--- src/rtl/exec_pkg.sv ---
// package: shared constants, opcode set and carrier structs of the execute block
// Contract
// - pre-clears act only when alternated.
// - effective pre-clear clears counter, timeout, powerdown flags.
// - flags cleared only after back-to-back pair.
// - complement to memory or accumulator, zero updated.
// - accumulator complement leaves memory untouched.
// - decimal adjust adds 06H, 60H or 66H.
// - decimal adjust changes only the carry.
// - decrement to memory or accumulator, zero updated.
// - increment to memory or accumulator, zero updated.
// - halt stops execution and clock, keeps contents.
// - halt clears counter, prescaler, timeout; sets powerdown.
// - jump loads target, two cycles, no flags.
// - moves change no flag.
// - no-operation alters no state; the code still clears the pre-clear pairing memory (last_a, last_b).
// - OR updates only the zero flag.
// - return pops counter, flags untouched.
// - immediate return also loads the accumulator.
// - interrupt return sets global interrupt enable.
// - pending interrupt serviced first after interrupt return.
// - rotate left, bit 7 into bit 0.
// - rotate left through carry.
// - rotate right, bit 0 into bit 7.
// - rotate right through carry to memory.
// - counter-changing instructions take two cycles.
package exec_pkg;

	// ----------------------------------------------------------------
	// register port map
	// ----------------------------------------------------------------
	localparam int          REG_ADDR_W   = 8;
	localparam logic [7:0]  REG_STATUS   = 8'h00;
	localparam logic [7:0]  REG_ACC      = 8'h04;
	localparam logic [7:0]  REG_CTRL     = 8'h08;
	localparam int          FLAG_Z       = 0;
	localparam int          FLAG_C       = 1;
	localparam int          FLAG_HC      = 2;
	localparam int          FLAG_TO      = 3;
	localparam int          FLAG_PD      = 4;
	localparam int          CTRL_IRQ_EN  = 0;

	// ----------------------------------------------------------------
	// reset values and arithmetic constants
	// ----------------------------------------------------------------
	localparam logic [7:0]  ACC_RST      = 8'h00;
	localparam logic [3:0]  NIBBLE_MAX   = 4'h9;
	localparam logic [7:0]  ADJ_LOW      = 8'h06;
	localparam logic [7:0]  ADJ_HIGH     = 8'h60;
	localparam logic [7:0]  ADJ_NONE     = 8'h00;
	localparam logic [7:0]  ONE          = 8'h01;
	localparam int          BRANCH_CYCLES = 2;

	typedef enum logic [4:0] {
		op_nop                   = 5'h00,
		op_watchdog_preclear_a   = 5'h01,
		op_watchdog_preclear_b   = 5'h02,
		op_complement_mem        = 5'h03,
		op_complement_to_acc     = 5'h04,
		op_decimal_adjust        = 5'h05,
		op_decrement_mem         = 5'h06,
		op_decrement_to_acc      = 5'h07,
		op_increment_mem         = 5'h08,
		op_increment_to_acc      = 5'h09,
		op_power_down            = 5'h0A,
		op_jump                  = 5'h0B,
		op_move_mem_to_acc       = 5'h0C,
		op_move_imm_to_acc       = 5'h0D,
		op_move_acc_to_mem       = 5'h0E,
		op_or_mem_to_acc         = 5'h0F,
		op_or_imm_to_acc         = 5'h10,
		op_or_to_mem             = 5'h11,
		op_return                = 5'h12,
		op_return_load_imm       = 5'h13,
		op_return_from_irq       = 5'h14,
		op_rotate_left           = 5'h15,
		op_rotate_left_to_acc    = 5'h16,
		op_rotate_left_carry     = 5'h17,
		op_rotate_left_carry_to_acc  = 5'h18,
		op_rotate_right          = 5'h19,
		op_rotate_right_to_acc   = 5'h1A,
		op_rotate_right_carry    = 5'h1B,
		op_rotate_right_carry_to_acc = 5'h1C
	} op_t;

	typedef struct packed {
		logic powerdown_flag;
		logic timeout_flag;
		logic half_carry_flag;
		logic carry_flag;
		logic zero_flag;
	} flags_t;

	typedef struct packed {
		logic [7:0] result;
		logic       carry;
		logic       wr_acc;
		logic       wr_mem;
		logic       upd_zero;
		logic       upd_carry;
	} alu_out_t;

endpackage

--- src/rtl/exec_alu.sv ---
// combinational datapath: result, carry and write targets for one instruction
module exec_alu (
	input  wire exec_pkg::op_t      op,
	input  wire logic [7:0]         acc,
	input  wire logic [7:0]         mem,
	input  wire logic [7:0]         imm,
	input  wire exec_pkg::flags_t   flags,
	output exec_pkg::alu_out_t      alu_o
);

	logic [7:0] corr;
	logic       hi_adj;
	logic [8:0] sum9;

	always_comb begin
		hi_adj = (acc[7:4] > exec_pkg::NIBBLE_MAX) || flags.carry_flag;
		corr = exec_pkg::ADJ_NONE;
		if ((acc[3:0] > exec_pkg::NIBBLE_MAX) || flags.half_carry_flag) begin
			corr = corr | exec_pkg::ADJ_LOW;
		end
		if (hi_adj) begin
			corr = corr | exec_pkg::ADJ_HIGH;
		end
		sum9 = {1'b0, acc} + {1'b0, corr};
		alu_o = '0;
		alu_o.carry = flags.carry_flag;
		case (op)
			exec_pkg::op_complement_mem: begin
				alu_o.result = ~mem;
				alu_o.wr_mem = 1'b1;
				alu_o.upd_zero = 1'b1;
			end
			exec_pkg::op_complement_to_acc: begin
				alu_o.result = ~mem;
				alu_o.wr_acc = 1'b1;
				alu_o.upd_zero = 1'b1;
			end
			exec_pkg::op_decimal_adjust: begin
				alu_o.result = sum9[7:0];
				alu_o.wr_mem = 1'b1;
				alu_o.upd_carry = 1'b1;
				alu_o.carry = hi_adj | sum9[8];
			end
			exec_pkg::op_decrement_mem, exec_pkg::op_decrement_to_acc: begin
				alu_o.result = mem - exec_pkg::ONE;
				alu_o.wr_mem = (op == exec_pkg::op_decrement_mem);
				alu_o.wr_acc = (op == exec_pkg::op_decrement_to_acc);
				alu_o.upd_zero = 1'b1;
			end
			exec_pkg::op_increment_mem, exec_pkg::op_increment_to_acc: begin
				alu_o.result = mem + exec_pkg::ONE;
				alu_o.wr_mem = (op == exec_pkg::op_increment_mem);
				alu_o.wr_acc = (op == exec_pkg::op_increment_to_acc);
				alu_o.upd_zero = 1'b1;
			end
			exec_pkg::op_move_mem_to_acc: begin
				alu_o.result = mem;
				alu_o.wr_acc = 1'b1;
			end
			exec_pkg::op_move_imm_to_acc, exec_pkg::op_return_load_imm: begin
				alu_o.result = imm;
				alu_o.wr_acc = 1'b1;
			end
			exec_pkg::op_move_acc_to_mem: begin
				alu_o.result = acc;
				alu_o.wr_mem = 1'b1;
			end
			exec_pkg::op_or_mem_to_acc, exec_pkg::op_or_to_mem: begin
				alu_o.result = acc | mem;
				alu_o.wr_acc = (op == exec_pkg::op_or_mem_to_acc);
				alu_o.wr_mem = (op == exec_pkg::op_or_to_mem);
				alu_o.upd_zero = 1'b1;
			end
			exec_pkg::op_or_imm_to_acc: begin
				alu_o.result = acc | imm;
				alu_o.wr_acc = 1'b1;
				alu_o.upd_zero = 1'b1;
			end
			exec_pkg::op_rotate_left, exec_pkg::op_rotate_left_to_acc: begin
				alu_o.result = {mem[6:0], mem[7]};
				alu_o.wr_mem = (op == exec_pkg::op_rotate_left);
				alu_o.wr_acc = (op == exec_pkg::op_rotate_left_to_acc);
			end
			exec_pkg::op_rotate_left_carry, exec_pkg::op_rotate_left_carry_to_acc: begin
				alu_o.result = {mem[6:0], flags.carry_flag};
				alu_o.carry = mem[7];
				alu_o.upd_carry = 1'b1;
				alu_o.wr_mem = (op == exec_pkg::op_rotate_left_carry);
				alu_o.wr_acc = (op == exec_pkg::op_rotate_left_carry_to_acc);
			end
			exec_pkg::op_rotate_right, exec_pkg::op_rotate_right_to_acc: begin
				alu_o.result = {mem[0], mem[7:1]};
				alu_o.wr_mem = (op == exec_pkg::op_rotate_right);
				alu_o.wr_acc = (op == exec_pkg::op_rotate_right_to_acc);
			end
			exec_pkg::op_rotate_right_carry, exec_pkg::op_rotate_right_carry_to_acc: begin
				alu_o.result = {flags.carry_flag, mem[7:1]};
				alu_o.carry = mem[0];
				alu_o.upd_carry = 1'b1;
				alu_o.wr_mem = (op == exec_pkg::op_rotate_right_carry);
				alu_o.wr_acc = (op == exec_pkg::op_rotate_right_carry_to_acc);
			end
			default: begin
				alu_o.result = 8'h00;
			end
		endcase
	end

endmodule

--- src/rtl/instr_exec.sv ---
// execute stage: accumulator, flags, program counter, watchdog pairing and halt
module instr_exec #(
	parameter int PC_W = 12
) (
	input  wire logic                            clock,
	input  wire logic                            rst,
	input  wire logic                            op_valid,
	output logic                                 op_ready,
	input  wire exec_pkg::op_t                   op,
	input  wire logic [7:0]                      mem_rdata,
	input  wire logic [7:0]                      mem_addr,
	input  wire logic [7:0]                      imm,
	input  wire logic [PC_W-1:0]                 jump_addr,
	input  wire logic [PC_W-1:0]                 stack_rdata,
	output logic                                 stack_pop,
	input  wire logic                            irq_pending,
	input  wire logic                            wake,
	output logic                                 mem_we,
	output logic [7:0]                           mem_waddr,
	output logic [7:0]                           mem_wdata,
	output logic [PC_W-1:0]                      pc,
	output logic [7:0]                           acc,
	output exec_pkg::flags_t                     flags,
	output logic                                 global_irq_enable,
	output logic                                 irq_service,
	output logic                                 watchdog_clear,
	output logic                                 prescaler_clear,
	output logic                                 clock_stop,
	input  wire logic [exec_pkg::REG_ADDR_W-1:0] reg_addr,
	input  wire logic [7:0]                      reg_wdata,
	input  wire logic                            reg_wr,
	input  wire logic                            reg_rd,
	output logic [7:0]                           reg_rdata
);

	// ----------------------------------------------------------------
	// state
	// ----------------------------------------------------------------
	typedef enum logic [2:0] {
		st_run   = 3'b001,
		st_dummy = 3'b010,
		st_halt  = 3'b100
	} state_t;

	typedef struct packed {
		state_t           st;
		logic [PC_W-1:0]  pc;
		logic [7:0]       acc;
		exec_pkg::flags_t flags;
		logic             irq_en;
		logic             last_a;
		logic             last_b;
		logic             mem_we;
		logic [7:0]       mem_waddr;
		logic [7:0]       mem_wdata;
		logic             wd_clear;
		logic             ps_clear;
		logic             irq_service;
		logic [7:0]       rdata;
	} exec_state_t;

	exec_state_t        s_r;
	exec_state_t        s_nxt;
	exec_pkg::alu_out_t alu_o;
	logic               accept;
	logic               is_return;

	exec_alu u_alu (
		.op    (op),
		.acc   (s_r.acc),
		.mem   (mem_rdata),
		.imm   (imm),
		.flags (s_r.flags),
		.alu_o (alu_o)
	);

	assign op_ready  = (s_r.st == st_run);
	assign accept    = op_valid && op_ready;
	assign is_return = (op == exec_pkg::op_return) || (op == exec_pkg::op_return_load_imm)
		|| (op == exec_pkg::op_return_from_irq);
	assign stack_pop = accept && is_return;

	// ----------------------------------------------------------------
	// next state
	// ----------------------------------------------------------------
	always_comb begin
		s_nxt = s_r;
		s_nxt.mem_we = 1'b0;
		s_nxt.wd_clear = 1'b0;
		s_nxt.ps_clear = 1'b0;
		s_nxt.irq_service = 1'b0;
		s_nxt.rdata = 8'h00;
		// software access first so that instruction updates win the same cycle
		if (reg_wr) begin
			case (reg_addr)
				exec_pkg::REG_STATUS: begin
					s_nxt.flags.zero_flag = reg_wdata[exec_pkg::FLAG_Z];
					s_nxt.flags.carry_flag = reg_wdata[exec_pkg::FLAG_C];
					s_nxt.flags.half_carry_flag = reg_wdata[exec_pkg::FLAG_HC];
				end
				exec_pkg::REG_ACC: begin
					s_nxt.acc = reg_wdata;
				end
				exec_pkg::REG_CTRL: begin
					s_nxt.irq_en = reg_wdata[exec_pkg::CTRL_IRQ_EN];
				end
				default: begin
					s_nxt.rdata = 8'h00;
				end
			endcase
		end
		if (reg_rd) begin
			case (reg_addr)
				exec_pkg::REG_STATUS: s_nxt.rdata = {3'h0, s_r.flags};
				exec_pkg::REG_ACC: s_nxt.rdata = s_r.acc;
				exec_pkg::REG_CTRL: s_nxt.rdata = {7'h00, s_r.irq_en};
				default: s_nxt.rdata = 8'h00;
			endcase
		end
		case (s_r.st)
			st_run: begin
				if (op_valid) begin
					s_nxt.pc = s_r.pc + {{(PC_W-1){1'b0}}, 1'b1};
					if (alu_o.wr_acc) begin
						s_nxt.acc = alu_o.result;
					end
					if (alu_o.wr_mem) begin
						s_nxt.mem_we = 1'b1;
						s_nxt.mem_waddr = mem_addr;
						s_nxt.mem_wdata = alu_o.result;
					end
					if (alu_o.upd_zero) begin
						s_nxt.flags.zero_flag = (alu_o.result == 8'h00);
					end
					if (alu_o.upd_carry) begin
						s_nxt.flags.carry_flag = alu_o.carry;
					end
					// pairing memory forgets on any other instruction
					s_nxt.last_a = 1'b0;
					s_nxt.last_b = 1'b0;
					case (op)
						exec_pkg::op_watchdog_preclear_a: begin
							if (s_r.last_b) begin
								s_nxt.wd_clear = 1'b1;
								s_nxt.flags.timeout_flag = 1'b0;
								s_nxt.flags.powerdown_flag = 1'b0;
							end else begin
								s_nxt.last_a = 1'b1;
							end
						end
						exec_pkg::op_watchdog_preclear_b: begin
							if (s_r.last_a) begin
								s_nxt.wd_clear = 1'b1;
								s_nxt.flags.timeout_flag = 1'b0;
								s_nxt.flags.powerdown_flag = 1'b0;
							end else begin
								s_nxt.last_b = 1'b1;
							end
						end
						exec_pkg::op_power_down: begin
							s_nxt.wd_clear = 1'b1;
							s_nxt.ps_clear = 1'b1;
							s_nxt.flags.timeout_flag = 1'b0;
							s_nxt.flags.powerdown_flag = 1'b1;
							s_nxt.st = st_halt;
						end
						exec_pkg::op_jump: begin
							s_nxt.pc = jump_addr;
							s_nxt.st = st_dummy;
						end
						exec_pkg::op_return, exec_pkg::op_return_load_imm: begin
							s_nxt.pc = stack_rdata;
							s_nxt.st = st_dummy;
						end
						exec_pkg::op_return_from_irq: begin
							s_nxt.pc = stack_rdata;
							s_nxt.irq_en = 1'b1;
							s_nxt.irq_service = irq_pending;
							s_nxt.st = st_dummy;
						end
						default: begin
							s_nxt.st = st_run;
						end
					endcase
				end
			end
			st_dummy: begin
				s_nxt.st = st_run;
			end
			st_halt: begin
				if (wake) begin
					s_nxt.st = st_run;
				end
			end
			default: begin
				s_nxt.st = st_run;
			end
		endcase
	end

	always_ff @(posedge clock) begin
		if (rst) begin
			s_r <= '{st: st_run, pc: '0, acc: exec_pkg::ACC_RST, flags: '0, irq_en: 1'b0,
				last_a: 1'b0, last_b: 1'b0, mem_we: 1'b0, mem_waddr: 8'h00,
				mem_wdata: 8'h00, wd_clear: 1'b0, ps_clear: 1'b0, irq_service: 1'b0,
				rdata: 8'h00};
		end else begin
			s_r <= s_nxt;
		end
	end

	// ----------------------------------------------------------------
	// outputs
	// ----------------------------------------------------------------
	assign mem_we            = s_r.mem_we;
	assign mem_waddr         = s_r.mem_waddr;
	assign mem_wdata         = s_r.mem_wdata;
	assign pc                = s_r.pc;
	assign acc               = s_r.acc;
	assign flags             = s_r.flags;
	assign global_irq_enable = s_r.irq_en;
	assign irq_service       = s_r.irq_service;
	assign watchdog_clear    = s_r.wd_clear;
	assign prescaler_clear   = s_r.ps_clear;
	assign clock_stop        = (s_r.st == st_halt);
	assign reg_rdata         = s_r.rdata;

	// last accepted instruction, tracked apart from the pairing logic it checks
	exec_pkg::op_t prev_op_r;

	always_ff @(posedge clock) begin
		if (rst) begin
			prev_op_r <= exec_pkg::op_nop;
		end else if (accept) begin
			prev_op_r <= op;
		end
	end
endmodule

--- config.mk ---
export PLATFORM = sky130hd
export DESIGN_NAME = instr_exec
export DESIGN_NICKNAME = d
export VERILOG_FILES = /design/src/rtl/exec_pkg.sv /design/src/rtl/exec_alu.sv /design/src/rtl/instr_exec.sv
export SDC_FILE = /design/constraint.sdc
export NUM_CORES = 1
export LEC_CHECK = 0
export ABC_AREA = 0
export BUFFER_PORTS_ARGS = -buffer_cell sky130_fd_sc_hd__buf_2
export CAP_MARGIN = 20
export CORE_MARGIN = 2
export CORE_UTILIZATION = 40
export CTS_CLUSTER_DIAMETER = 120
export DETAILED_ROUTE_END_ITERATION = 7
export HOLD_SLACK_MARGIN = 0.06
export PLACE_DENSITY = 0.74
export RECOVER_POWER = 50
export SLEW_MARGIN = 40
export SYNTH_ARGS = -nofsm -noshare
export SYNTH_HDL_FRONTEND = slang
export SYNTH_SLANG_ARGS = --single-unit
export TNS_END_PERCENT = 10
--- constraint.sdc ---
create_clock -name clock -period 8.4 [get_ports clock]
set_clock_uncertainty 0.1 [all_clocks]
set_input_delay 1.26 -clock clock [delete_from_list [all_inputs] [get_ports clock]]
set_output_delay 1.26 -clock clock [all_outputs]
set_load 0.005 [all_outputs]
Yosys cells after proc, flatten, opt, wreduce, memory -nomap -nowiden:

Index checks and enable logic that the tools add are counted.

* register bits after elaboration: 59
* input port bits: 76
* output and inout port bits: 57
* logic and storage cells: 142

* add/sub/neg operators: 4
* $lt $le $gt $ge: 2
* eq/ne operators: 38
* mux-type cells: 39
* bitwise logic cells: 8
* reductions and logical operators: 33

Operator list (count)
* $pmux 8 s13: 1
* $mux 25: 3
* $eq 5x5->1 const B: 13
* $eq 5x4->1 const B: 8
* $mux 8: 3
* $pmux 12 s2: 1
* $pmux 8 s3: 1
* $reduce_or 2->1: 11
* $eq 5x3->1 const B: 4
* $mux 17: 1
* $logic_not 8->1: 2
* $or 8x8->8: 2
* $pmux 1 s8: 2
* $mux 1: 14
* $add 12x1->12 const B: 1
* $eq 5x2->1 const B: 2
* $mux 10: 1
* $ne 2x2->1 const B: 5
* $reduce_or 5->1: 2
* $add 8x8->9: 1
* $mux 3: 3
* $pmux 3 s3: 1
* $reduce_or 3->1: 3
* $reduce_or 9->1: 1
* 24 further kinds: 38

Logic depth before layout (Yosys ltp):

Gate-level depths: netlist of run 1.

* word-level depth: 10
* depth in mapped cells: 12
* gate-level depth less buffers: 11

By module:

A second synthesis of run 1 with hierarchy kept.

* cells, all modules: 653
* area, all modules: 4983.5 um2

By module, submodules not included
* instr_exec: times used 1, cells an instance 408, area an instance 3276.9 um2, seq. area each 1161.1 um2
* exec_alu: times used 1, cells an instance 245, area an instance 1706.6 um2, seq. area each 0.0 um2

Worst setup path before layout of run 1:

OpenSTA, ideal clock, no wires.

* kind: input -> output
* start point: input port op[2]
* end point: output port stack_pop
* data arrival time: 2.637 ns
* required time: 7.040 ns
* slack: 4.403 ns
* cell stages on the path: 5
* buffers on the path: 2
* path through: buf_2 > or3b_1 > a211oi_2 > clkbuf_1 > and2_1

* word-level cells in the longest chain between the ends: 4
* elaborated cells between the ends (all ways): 6
* classes of those cells: eq/ne (3); reduce/logical (3)

RTL lines
* from (decl): RTL line instr_exec.sv:9 `input wire exec_pkg::op_t op,`
* $eq 5x5->1: RTL line instr_exec.sv:79 `assign is_return = (op == exec_pkg::op_return) || (op == exec_pkg::op_return_load_imm)`
* $logic_or 1x1->1: RTL line instr_exec.sv:79
* $logic_or 1x1->1 (*): RTL line instr_exec.sv:80 `|| (op == exec_pkg::op_return_from_irq);`
* $logic_and 1x1->1 (*): RTL line instr_exec.sv:81 `assign stack_pop = accept && is_return;`
* to (decl): RTL line instr_exec.sv:15 `output logic stack_pop,`

Every way passes the cells marked *; elsewhere a longest branch is shown, timed or not.

Worst setup path in the final report of run 1:

Same ends and word-level chain as after synthesis.

==> flow_summary_export.csv, run 1 <==
group,metric,value,unit
outcome,status,"complete, no violations",
synth,ys.flop_type,"dfxtp_1",
timing,tns,0,ns
timing,finalHoldViolCount,0,
global_route,grt_busiest_layer,"met2",
timing,tightestPinTransition,0.802,ns
floorplanning,die_w,109,µm
clocking,cts_tree,"built",
setup_path,arrival,3.13,ns
synth,synth_edf_count,0,
setup_path,criticalPathCategory,"primary input to primary output",
clocking,path_clk_slew,0.07,ns
clocking,cts_buffers,9,
synth,syn_nets,645,
floorplanning,io_pins,133,
clocking,cts-root-buf,"clkbuf_8",
clocking,clock_latency,0.34,ns
floorplanning,rows,38,
power_and_ir_drop,switching_share,29.7,%
synth,syn_area_per_cell,7.84,µm²
power_and_ir_drop,ir_drop,0.101,mV
timing,maxSlewViolCount,0,
placement,hpwl,9670,µm
finish,stdcell_area,4920,µm²
detailed_routing,drc,0,
clocking,postCtsSetupBuffers,0,
finish,drive_gt1_share,20.3,%
global_route,grt_pass1_vias,3982,
power_and_ir_drop,p_sw,224,µW
synth,synth_area,4400,µm²
clocking,clk_path_buf_depth,2,
global_route,overflow,0,
setup_path,critPathMaxFanout,28,
setup_path,cpPeakStageDelay,0.62,ns
timing,min_period,4.49,ns
floorplanning,start_util,40.8,%
global_route,grt_max_degree,51,
clocking,cts.sinks,58,
power_and_ir_drop,p_seq_share,39.8,%
power_and_ir_drop,p_clk_share,39.8,%
placement,place_congestion,0.891,
setup_path,cp.required,7.04,ns
setup_path,crit_path_start_kind,"primary input",
power_and_ir_drop,p_int,530,µW
setup_path,end_kind,"primary output",
timing,max_slew_margin,46.4,%
floorplanning,coreArea,10800,µm²
detailed_routing,vias,4524,
detailed_routing,ant_nets,0,
timing,rsz0062_at_grt,"false",
detailed_routing,wl,13200,µm
detailed_routing,wl_per_cell,17.4,µm
synth,yosys_warnings,0,
timing,max_freq,0.223,GHz
global_route,met1_usage,30.7,%
finish,fin_nets,700,
placement,io_buffers,131,
synth,synth_cells,561,
global_route,grt_use_total,22.0,%
power_and_ir_drop,total_leakage_power,0.00198,µW
power_and_ir_drop,power_density,153,nW/µm²
synth,yosysUniqueCellTypes,71,
finish,num_antenna_cells,0,
worst_hold_path,hp-class,"register to register",
setup_path,cp_top_family,"simple AND/OR/NAND/NOR gates",
setup_path,cp.buffers_inverters,2,
timing,finalCritPeriodShare,53.4,%
clocking,holdBufCountCts,0,
detailed_routing,drt-initial-drc-count,425,
floorplanning,dieArea,11900,µm²
placement,dpl_cell_area,4720,µm²
job,max-cap-violations,0,
setup_path,slowest_stage,"a211oi_4",
global_route,grt_pass1_wl,20700,µm
synth,ys_seq_elements,58,
global_route,global_route.usage.met3,4.54,%
finish,nFillCells,1069,
power_and_ir_drop,comb_power_share,20.3,%
synth,synth_seq_area_share,26.4,%
synth,async_reset_ff_share,0,%
clocking,h-tree-depth,3,
global_route,antenna_found_initial,0,
finish,layout-area-overhead-vs-synth,11.8,%
detailed_routing,dr.pass1.iters,5,
floorplanning,die_y,109,µm
timing,finalSetupViolations,0,
setup_path,path_cells,"buf_2 -> or3b_1 -> a211oi_4 -> and2_1 -> buf_2",
global_route,use_met2,34.7,%
clocking,cts-resized-gates,0,
detailed_routing,via_per_inst,5.94,
setup_path,crit_top_cell,"buf_2",
metrics by stage:
stage               util, %  hold slack [ns]  setup slack, ns  total power (µW)  std cells
floorplan                 -            0.349             4.40               412        561
global placement       43.6            0.360             3.74               453        745
detailed placement     43.8            0.367             3.76               458        745
CTS                    45.9            0.376             3.76               757        761
global route           45.6            0.391             3.84               788        761
finish                 45.6            0.378             3.91               754        761
tightest hold or removal path: stages, from the launching register on:
cell     delay (ns)
dfxtp_1        0.32
nand2_1        0.06
a21oi_1        0.05
cells in the mapped netlist, types with 5 or more instances:
master    number  area share [%]
dfxtp_1       58              26
nor2_1        57             4.9
buf_4         50             8.5
a21oi_1       33             3.8
mux2i_1       31             7.1
nand2_1       31             2.6
o21ai_0       26             3.0
clkbuf_1      18             1.5
a211oi_1      17             2.9
buf_2         16             1.8
nor3_1        16             1.8
nand3_1       15             1.7
nor2b_1       12             1.7
a22oi_1       11             1.9
a31oi_1       10             1.4
nor4_1        10             1.4
nand2b_1       8             1.1
nand4_1        8             1.1
a221oi_1       7             1.4
and2_1         7             1.0
ha_1           7             2.0
nor3b_1        6             1.0
xnor2_1        6             1.2
a22o_1         5             1.0
and3_1         5            0.71
inv_1          5            0.43
cell type report:
| cell class | count | area, µm² | area share (%) |
|---|---|---|---|
| Clock buffer | 12 | 155 | 3.15 |
| Sequential cell | 58 | 1160 | 23.6 |
| Clock inverter | 4 | 73.8 | 1.50 |
| Timing Repair Buffer | 132 | 624 | 12.7 |
| Tap cell | 140 | 175 | 3.56 |
| Multi-Input combinational cell | 410 | 2710 | 55.1 |
| Inverter | 5 | 18.8 | 0.381 |
flip-flops by register name (all words and copies together), names as in the netlist, 4 cells and up:
name       cells
pc            12
acc            8
mem_waddr      8
mem_wdata      8
reg_rdata      8
s_r            5
flags          4
path summary, 6_finish.rpt:
| check | startpoint | to | slack [ns] | depth (start not counted) |
|---|---|---|---|---|
| setup / recovery | op[2] | stack_pop | 3.91 | 5 |
| hold / removal | s_r[29] | s_r[29] | 0.38 | 2 |
| setup reg to reg | acc[2] | flags[0] | 5.23 | 10 |
| hold reg to reg | s_r[29] | s_r[29] | 0.38 | 2 |
per-layer routing:
layer / vias to the layer above / wire (µm)
li1: 2142 / -
met1: 2127 / 5880
met2: 239 / 6000
met3: 16 / 1170
met4: 0 / 179
met5: - / 0
power groups by stage:
stage / combinational (µW) / clock (µW) / sequential (µW)
after CTS: 152 / 305 / 300
after detailed placement: 152 / 0 / 306
after global placement: 148 / 0 / 306
after global routing: 168 / 317 / 302
after floorplan: 111 / 0 / 301
final: 153 / 300 / 300
kinds of logic after synthesis:
group                      synth area share [%]
buffers and inverters                      12.7
other                                    0.0852
DFF                                        26.4
adders and majority gates                  2.45
muxes                                      7.57
xor gates and xnor gates                   1.79
and+or+nand+nor                            24.6
AOI/OAI and AO/OA                          24.5
placed cells by master, fill, tap and decap left out, types with 3 or more instances in the layout:
| cell type | synthesis | routed |
|---|---|---|
| buf_2 | 16 | 97 |
| dfxtp_1 | 58 | 58 |
| nor2_1 | 57 | 56 |
| clkbuf_1 | 18 | 34 |
| a21oi_1 | 33 | 33 |
| nand2_1 | 31 | 31 |
| mux2i_1 | 31 | 31 |
| o21ai_0 | 26 | 26 |
| a211oi_1 | 17 | 17 |
| nor3_1 | 16 | 16 |
| nand3_1 | 15 | 15 |
| nor2b_1 | 12 | 12 |
| a22oi_1 | 11 | 11 |
| clkbuf_8 | 0 | 11 |
| a31oi_1 | 10 | 10 |
| nor4_1 | 10 | 9 |
| nand4_1 | 8 | 8 |
| nand2b_1 | 8 | 8 |
| a221oi_1 | 7 | 7 |
| and2_1 | 7 | 7 |
| ha_1 | 7 | 7 |
| xnor2_1 | 6 | 6 |
| nor3b_1 | 6 | 6 |
| a22o_1 | 5 | 5 |
| inv_1 | 5 | 5 |
| and3_1 | 5 | 5 |
| o21bai_1 | 4 | 4 |
| nand3b_1 | 4 | 4 |
| or3_1 | 4 | 4 |
| a221o_1 | 4 | 4 |
| o22ai_1 | 4 | 4 |
| a211o_1 | 3 | 3 |
| or4_1 | 3 | 3 |
| o21a_1 | 3 | 3 |
| o32ai_1 | 3 | 3 |
| and4_1 | 3 | 3 |
| a21o_1 | 3 | 3 |
| xor2_1 | 3 | 3 |
| a222oi_1 | 3 | 3 |
(Power assumes the default switching activity.)
==> run 2: changes to the inputs <==
- ABC_AREA: 0 -> 1
- PLACE_DENSITY: 0.74 -> 0.75
- clock period: 8.4 -> 3.8 ns (I/O delays scaled with it)
==> run 2 against run 1 <==
Effect of this change:
- synthesized area increased by 6.4%
- total power rose to 2.5 times the previous value
- synthesized cell count increased by 34%
- sequential share of layout area shrank 1.9 points
- largest cell class unchanged
- global-route usage is 0.055 points higher
- register-to-register slack lost 4.2 ns
- sequential power is 130% higher
- critical endpoint unchanged
- routed wire length grew 7.1%
- sequential cell count stayed put
- highest routed layer unchanged
- die area increased by 6.2%
- critical path depth increased by 2
- design area rose by 8.8%
==> flow_summary_export.csv, run 2 <==
group,metric,value,unit
timing,finalSetupViolations,0,
detailed_routing,via_per_inst,5.21,
synth,syn_nets,833,
job,max-cap-violations,0,
finish,fin_nets,908,
setup_path,criticalPathCategory,"register to primary output",
clocking,clock_latency,0.32,ns
setup_path,reg2reg_from,"s_r[56]",
synth,async_reset_ff_share,0,%
clocking,clk_path_buf_depth,2,
global_route,grt_pass1_wl,22700,µm
worst_hold_path,hp-class,"register to register",
synth,synth_area,4680,µm²
floorplanning,coreArea,11400,µm²
synth,yosys_warnings,0,
setup_path,critPathMaxFanout,14,
detailed_routing,drc,0,
setup_path,end_kind,"primary output",
synth,yosys.area.top_type_share,24.8,%
global_route,grt_use_total,22.0,%
synth,yosys.area.top_type,"dfxtp_1",
placement,hpwl,11000,µm
power_and_ir_drop,total_leakage_power,0.00261,µW
global_route,grt_max_degree,32,
finish,layout-area-overhead-vs-synth,14.3,%
setup_path,rr_worst_depth,9,
floorplanning,die_y,112,µm
clocking,cts.sinks,58,
setup_path,startpoint,"s_r[56]",
timing,tightestPinTransition,1.03,ns
synth,ys.flop_type,"dfxtp_1",
detailed_routing,wl,14200,µm
synth,yosysUniqueCellTypes,54,
floorplanning,io_pins,133,
setup_path,crit_path_start_kind,"register",
timing,tns,0,ns
synth,yosysMostFrequentCell,"nand2_1",
finish,num_antenna_cells,0,
detailed_routing,drt-initial-drc-count,439,
clocking,cts_tree,"built",
setup_path,cp.required,3.13,ns
floorplanning,die_w,112,µm
finish,nFillCells,1205,
synth,ys_seq_elements,58,
clocking,cts-root-buf,"clkbuf_16",
finish,layout_common_cells,"nand2_1, buf_2, nor2_1, inv_1, o21ai_0",
clocking,cts_buffers,9,
finish,final-seq-area,1160,µm²
floorplanning,rows,39,
timing,maxSlewViolCount,0,
global_route,overflow,0,
placement,io_buffers,131,
clocking,path_clk_slew,0.05,ns
power_and_ir_drop,power_density,354,nW/µm²
clocking,holdBufCountCts,0,
floorplanning,start_util,41.0,%
global_route,grt_pass1_vias,4548,
timing,finalHoldViolCount,0,
global_route,antenna_found_initial,0,
detailed_routing,vias,5065,
synth,ys_top_cells_by_count,"nand2_1, nor2_1, inv_1, o21ai_0, dfxtp_1",
detailed_routing,wl_per_cell,14.6,µm
placement,place_congestion,0.925,
setup_path,r2r_setup_slack,1.06,ns
clocking,h-tree-depth,3,
timing,hold_ws,0.382,ns
outcome,status,"complete, no violations",
clocking,postCtsSetupBuffers,0,
finish,drive_gt1_share,20.7,%
setup_path,worstSetupEndpoint,"stack_pop",
timing,max_slew_margin,31.4,%
timing,rsz0062_at_grt,"false",
synth,synth_top_cells_by_area,"dfxtp_1, nand2_1, buf_4",
detailed_routing,ant_nets,0,
setup_path,worstReg2RegEnd,"acc[1]",
synth,synth_seq_area_share,24.8,%
synth,syn_area_per_cell,6.25,µm²
finish,largest_register_ffs,12,
floorplanning,dieArea,12600,µm²
finish,mostFrequentLayoutCell,"nand2_1",
synth,synth_cells,749,
timing,finalCritPeriodShare,81.1,%
setup_path,arrival,2.41,ns
clocking,cts-resized-gates,0,
timing,max_freq,0.325,GHz
detailed_routing,dr.pass1.iters,5,
timing,min_period,3.08,ns
finish,multi_input_area,2710,µm²
synth,synth_edf_count,0,
power_and_ir_drop,ir_drop,0.228,mV
==> run 2: cell types whose count changed in the layout (fill, tap and decap cells not counted), moves of 10 or more <==
cell / delta
a211oi_1: -15
nand3_1: +28
inv_1: +84
nand2_2: +16
o21ai_0: +39
mux2i_1: -31
nand2_1: +116
nor2_2: +10
nor2b_1: -12
nor2_1: +41
==> run 2: cell type report <==
class / instances / area share [%]
multi-input combinational: 525 / 50.6
sequential: 58 / 21.7
timing repair buffer: 134 / 12.0
inverter: 96 / 6.73
clock buffer: 14 / 4.93
tap: 143 / 3.34
clock inverter: 2 / 0.655
==> run 2: report_power, final <==
| part | leakage, µW | internal [µW] | switching [µW] |
|---|---|---|---|
| clock network | 0.000147 | 542 | 273 |
| registers | 0.000473 | 646 | 36.9 |
| logic | 0.00199 | 143 | 251 |
==> run 2: metrics by stage <==
step	total power, µW	utilization [%]	setup WS [ns]	std cells	cell area [µm²]
2_1_floorplan	975	-	1.28	749	4680
3_3_place_gp	1090	44.5	0.882	956	5080
3_5_place_dp	1090	44.5	0.846	956	5090
4_1_cts	1900	47.2	0.718	972	5390
5_1_grt	1980	46.9	0.440	972	5350
6_report	1890	46.9	0.719	972	5350
==> run 2: logic make-up after synthesis <==
family                   Yosys count  synth area share, %
buffers and inverters            166                 17.5
other                              1               0.0801
adder cells (fa/ha/maj)            8                 2.30
AO/OA/AOI/OAI                    156                 19.5
XOR/XNOR                           5                0.935
AND/OR/NAND/NOR                  354                 34.7
multiplexers                       1                0.240
flip-flops                        58                 24.8
==> run 2: critical path, stage by stage (launching register included) <==
cell and delay (ns):
dfxtp_1 0.35, inv_1 0.05, nor3_1 0.35, inv_1 0.17, nor2_1 0.45, inv_1 0.37, nor2_1 0.21, buf_2 0.13
==> run 2: metal layers <==
metal  track usage, %  share of wire [%]
met1             29.9                 44
met2             36.0                 46
met4             5.45                1.3
met5                0                  0
met3             4.59                8.2
==> run 2: how the worst min path moves through the flow <==
| stage | startpoint | end | slack [ns] | cells past startpoint |
|---|---|---|---|---|
| 6_report | mem_waddr[2] | mem_waddr[2] | 0.38 | 2 |
| 5_1_grt | mem_addr[4] | mem_waddr[4] | 0.41 | 3 |
| 3_5_place_dp | mem_waddr[6] | mem_waddr[6] | 0.37 | 2 |
| 2_1_floorplan | flags[4] | flags[4] | 0.34 | 2 |
| 3_3_place_gp | mem_waddr[2] | mem_waddr[2] | 0.37 | 2 |
| 4_1_cts | stack_rdata[4] | pc[4] | 0.37 | 3 |
==> run 3: changes to the inputs <==
- clock period: 3.8 -> 2.7 ns (I/O delays scaled with it)
==> run 3 against run 2 <==
Effect of this change:
- register-to-register slack worse by 0.89 ns
- total power is 32% higher
- sequential power is 40% higher
- critical path type is now register to register
- largest cell class unchanged
==> flow_summary_export.csv, run 3 (same netlist as run 2, synthesis figures left out) <==
group,metric,value,unit
timing,min_period,2.53,ns
setup_path,cp_top_family,"simple AND/OR/NAND/NOR gates",
placement,dp.cells,968,
power_and_ir_drop,p_sw,758,µW
placement,io_buffers,131,
detailed_routing,via_per_inst,5.20,
floorplanning,dieArea,12600,µm²
setup_path,crit_top_cell,"nand2_1",
timing,finalSetupViolations,0,
placement,hpwl,11200,µm
setup_path,crit_path_start_kind,"register",
detailed_routing,wl_per_cell,14.5,µm
finish,num_antenna_cells,0,
worst_hold_path,hp-class,"primary input to register",
floorplanning,die_w,112,µm
timing,finalCritPeriodShare,93.6,%
setup_path,critPathMaxFanout,6,
detailed_routing,vias,5112,
detailed_routing,ant_nets,0,
outcome,status,"complete, no violations",
timing,finalHoldViolCount,0,
global_route,grt_max_degree,28,
global_route,grt_use_total,22.5,%
floorplanning,io_pins,133,
setup_path,cpPeakStageDelay,0.45,ns
floorplanning,rows,39,
clocking,cts_tree,"built",
global_route,overflow,0,
detailed_routing,wl,14300,µm
power_and_ir_drop,power_density,464,nW/µm²
clocking,clock_latency,0.33,ns
setup_path,cp.required,2.86,ns
finish,fin_nets,921,
finish,layout_common_cells,"nand2_1, buf_2, nor2_1, inv_1, o21ai_0",
clocking,cts_buffers,9,
job,max-cap-violations,0,
setup_path,arrival,2.69,ns
timing,maxSlewViolCount,0,
clocking,path_clk_slew,0.05,ns
setup_path,path_cells,"o21ai_1 -> nand2_1 -> ha_1 -> fa_2 -> nand2_1 -> nand2_1 -> inv_1 -> nand3_1 -> nor2_1 -> nand2_1 -> nor2_2 -> nand2_1 -> nor2_1 -> nand2_1 -> nor2_1 -> nand2_1 -> a21oi_2",
global_route,grt_pass1_wl,23200,µm
detailed_routing,drc,0,
clocking,clk_path_buf_depth,2,
clocking,cts.sinks,58,
setup_path,reg2reg_from,"acc[3]",
finish,fin_cells,984,
finish,nFillCells,1235,
worst_hold_path,min_from,"stack_rdata[4]",
setup_path,end_kind,"register",
finish,largest_register_ffs,12,
detailed_routing,dr.pass1.iters,5,
power_and_ir_drop,power,2500,µW
global_route,antenna_found_initial,0,
timing,max_freq,0.396,GHz
setup_path,criticalPathCategory,"register to register",
setup_path,r2r_setup_slack,0.17,ns
global_route,grt_pass1_vias,4631,
timing,hold_ws,0.208,ns
finish,layout-area-overhead-vs-synth,15.0,%
worst_hold_path,min_path_cells,3,
placement,place_congestion,0.942,
floorplanning,coreArea,11400,µm²
power_and_ir_drop,total_leakage_power,0.00263,µW
power_and_ir_drop,p_int,1740,µW
setup_path,rr_worst_depth,17,
worst_hold_path,hold_end,"pc[4]",
power_and_ir_drop,switching_share,30.4,%
detailed_routing,drt-initial-drc-count,430,
setup_path,cp.buffers_inverters,1,
finish,drive_gt1_share,21.3,%
setup_path,worstReg2RegEnd,"flags[0]",
floorplanning,start_util,41.0,%
power_and_ir_drop,p_seq_share,38.3,%
finish,fin_util,47.2,%
finish,mostFrequentLayoutCell,"nand2_1",
clocking,cts-root-buf,"clkbuf_16",
power_and_ir_drop,ir_drop,0.467,mV
power_and_ir_drop,comb_power_share,23.1,%
setup_path,slowest_stage,"fa_2",
floorplanning,die_y,112,µm
finish,stdcell_area,5390,µm²
power_and_ir_drop,p_clk_share,38.6,%
clocking,h-tree-depth,3,
placement,dpl_cell_area,5170,µm²
==> run 3: area by class of cell <==
type                            count  area [µm²]  share of cell area (%)
Timing Repair Buffer              147         736                    13.7
Clock buffer                       15         248                    4.60
Inverter                           96         360                    6.69
Tap cell                          143         179                    3.32
Sequential cell                    58        1160                    21.6
Multi-Input combinational cell    525        2700                    50.2
==> run 3: worst min-delay path: stages <==
cell and delay (ns):
buf_2 0.07, a21oi_1 0.05, nor2_1 0.07
==> run 3: worst max path at each step <==
stage            from  endpoint  slack (ns)  cells past startpoint
2_1_floorplan   op[1]  flags[0]        0.34                     19
3_3_place_gp    op[3]  flags[0]        0.21                     20
3_5_place_dp    op[3]  flags[0]        0.16                     20
4_1_cts        acc[1]  flags[0]        0.20                     15
5_1_grt        acc[1]  flags[0]       -0.03                     15
6_report       acc[3]  flags[0]        0.17                     17
==> run 3: through the flow <==
step / TNS, ns / setup WS, ns
final: 0 / 0.173
after global routing: -0.0324 / -0.0324
after CTS: 0 / 0.200
after detailed placement: 0 / 0.162
after global placement: 0 / 0.208
after floorplan: 0 / 0.344
==> run 3: metal layers <==
metal,global-route usage (%),part of all wire (%)
met1,30.8,45
met4,5.77,1.5
met5,0,0
met3,5.02,9.3
met2,36.1,45
==> run 3: power by group through the flow <==
stage	sequential, µW	combinational, µW	clock, µW
2_1_floorplan	960	412	0
3_3_place_gp	968	573	0
3_5_place_dp	970	576	0
4_1_cts	954	579	979
5_1_grt	962	648	1020
6_report	956	577	965
==> run 3: timing repair <==
action,CTS,global route
hold buffers,0,0
setup buffers,0,1
gates resized for setup,0,2
setup endpoints to repair,0,4
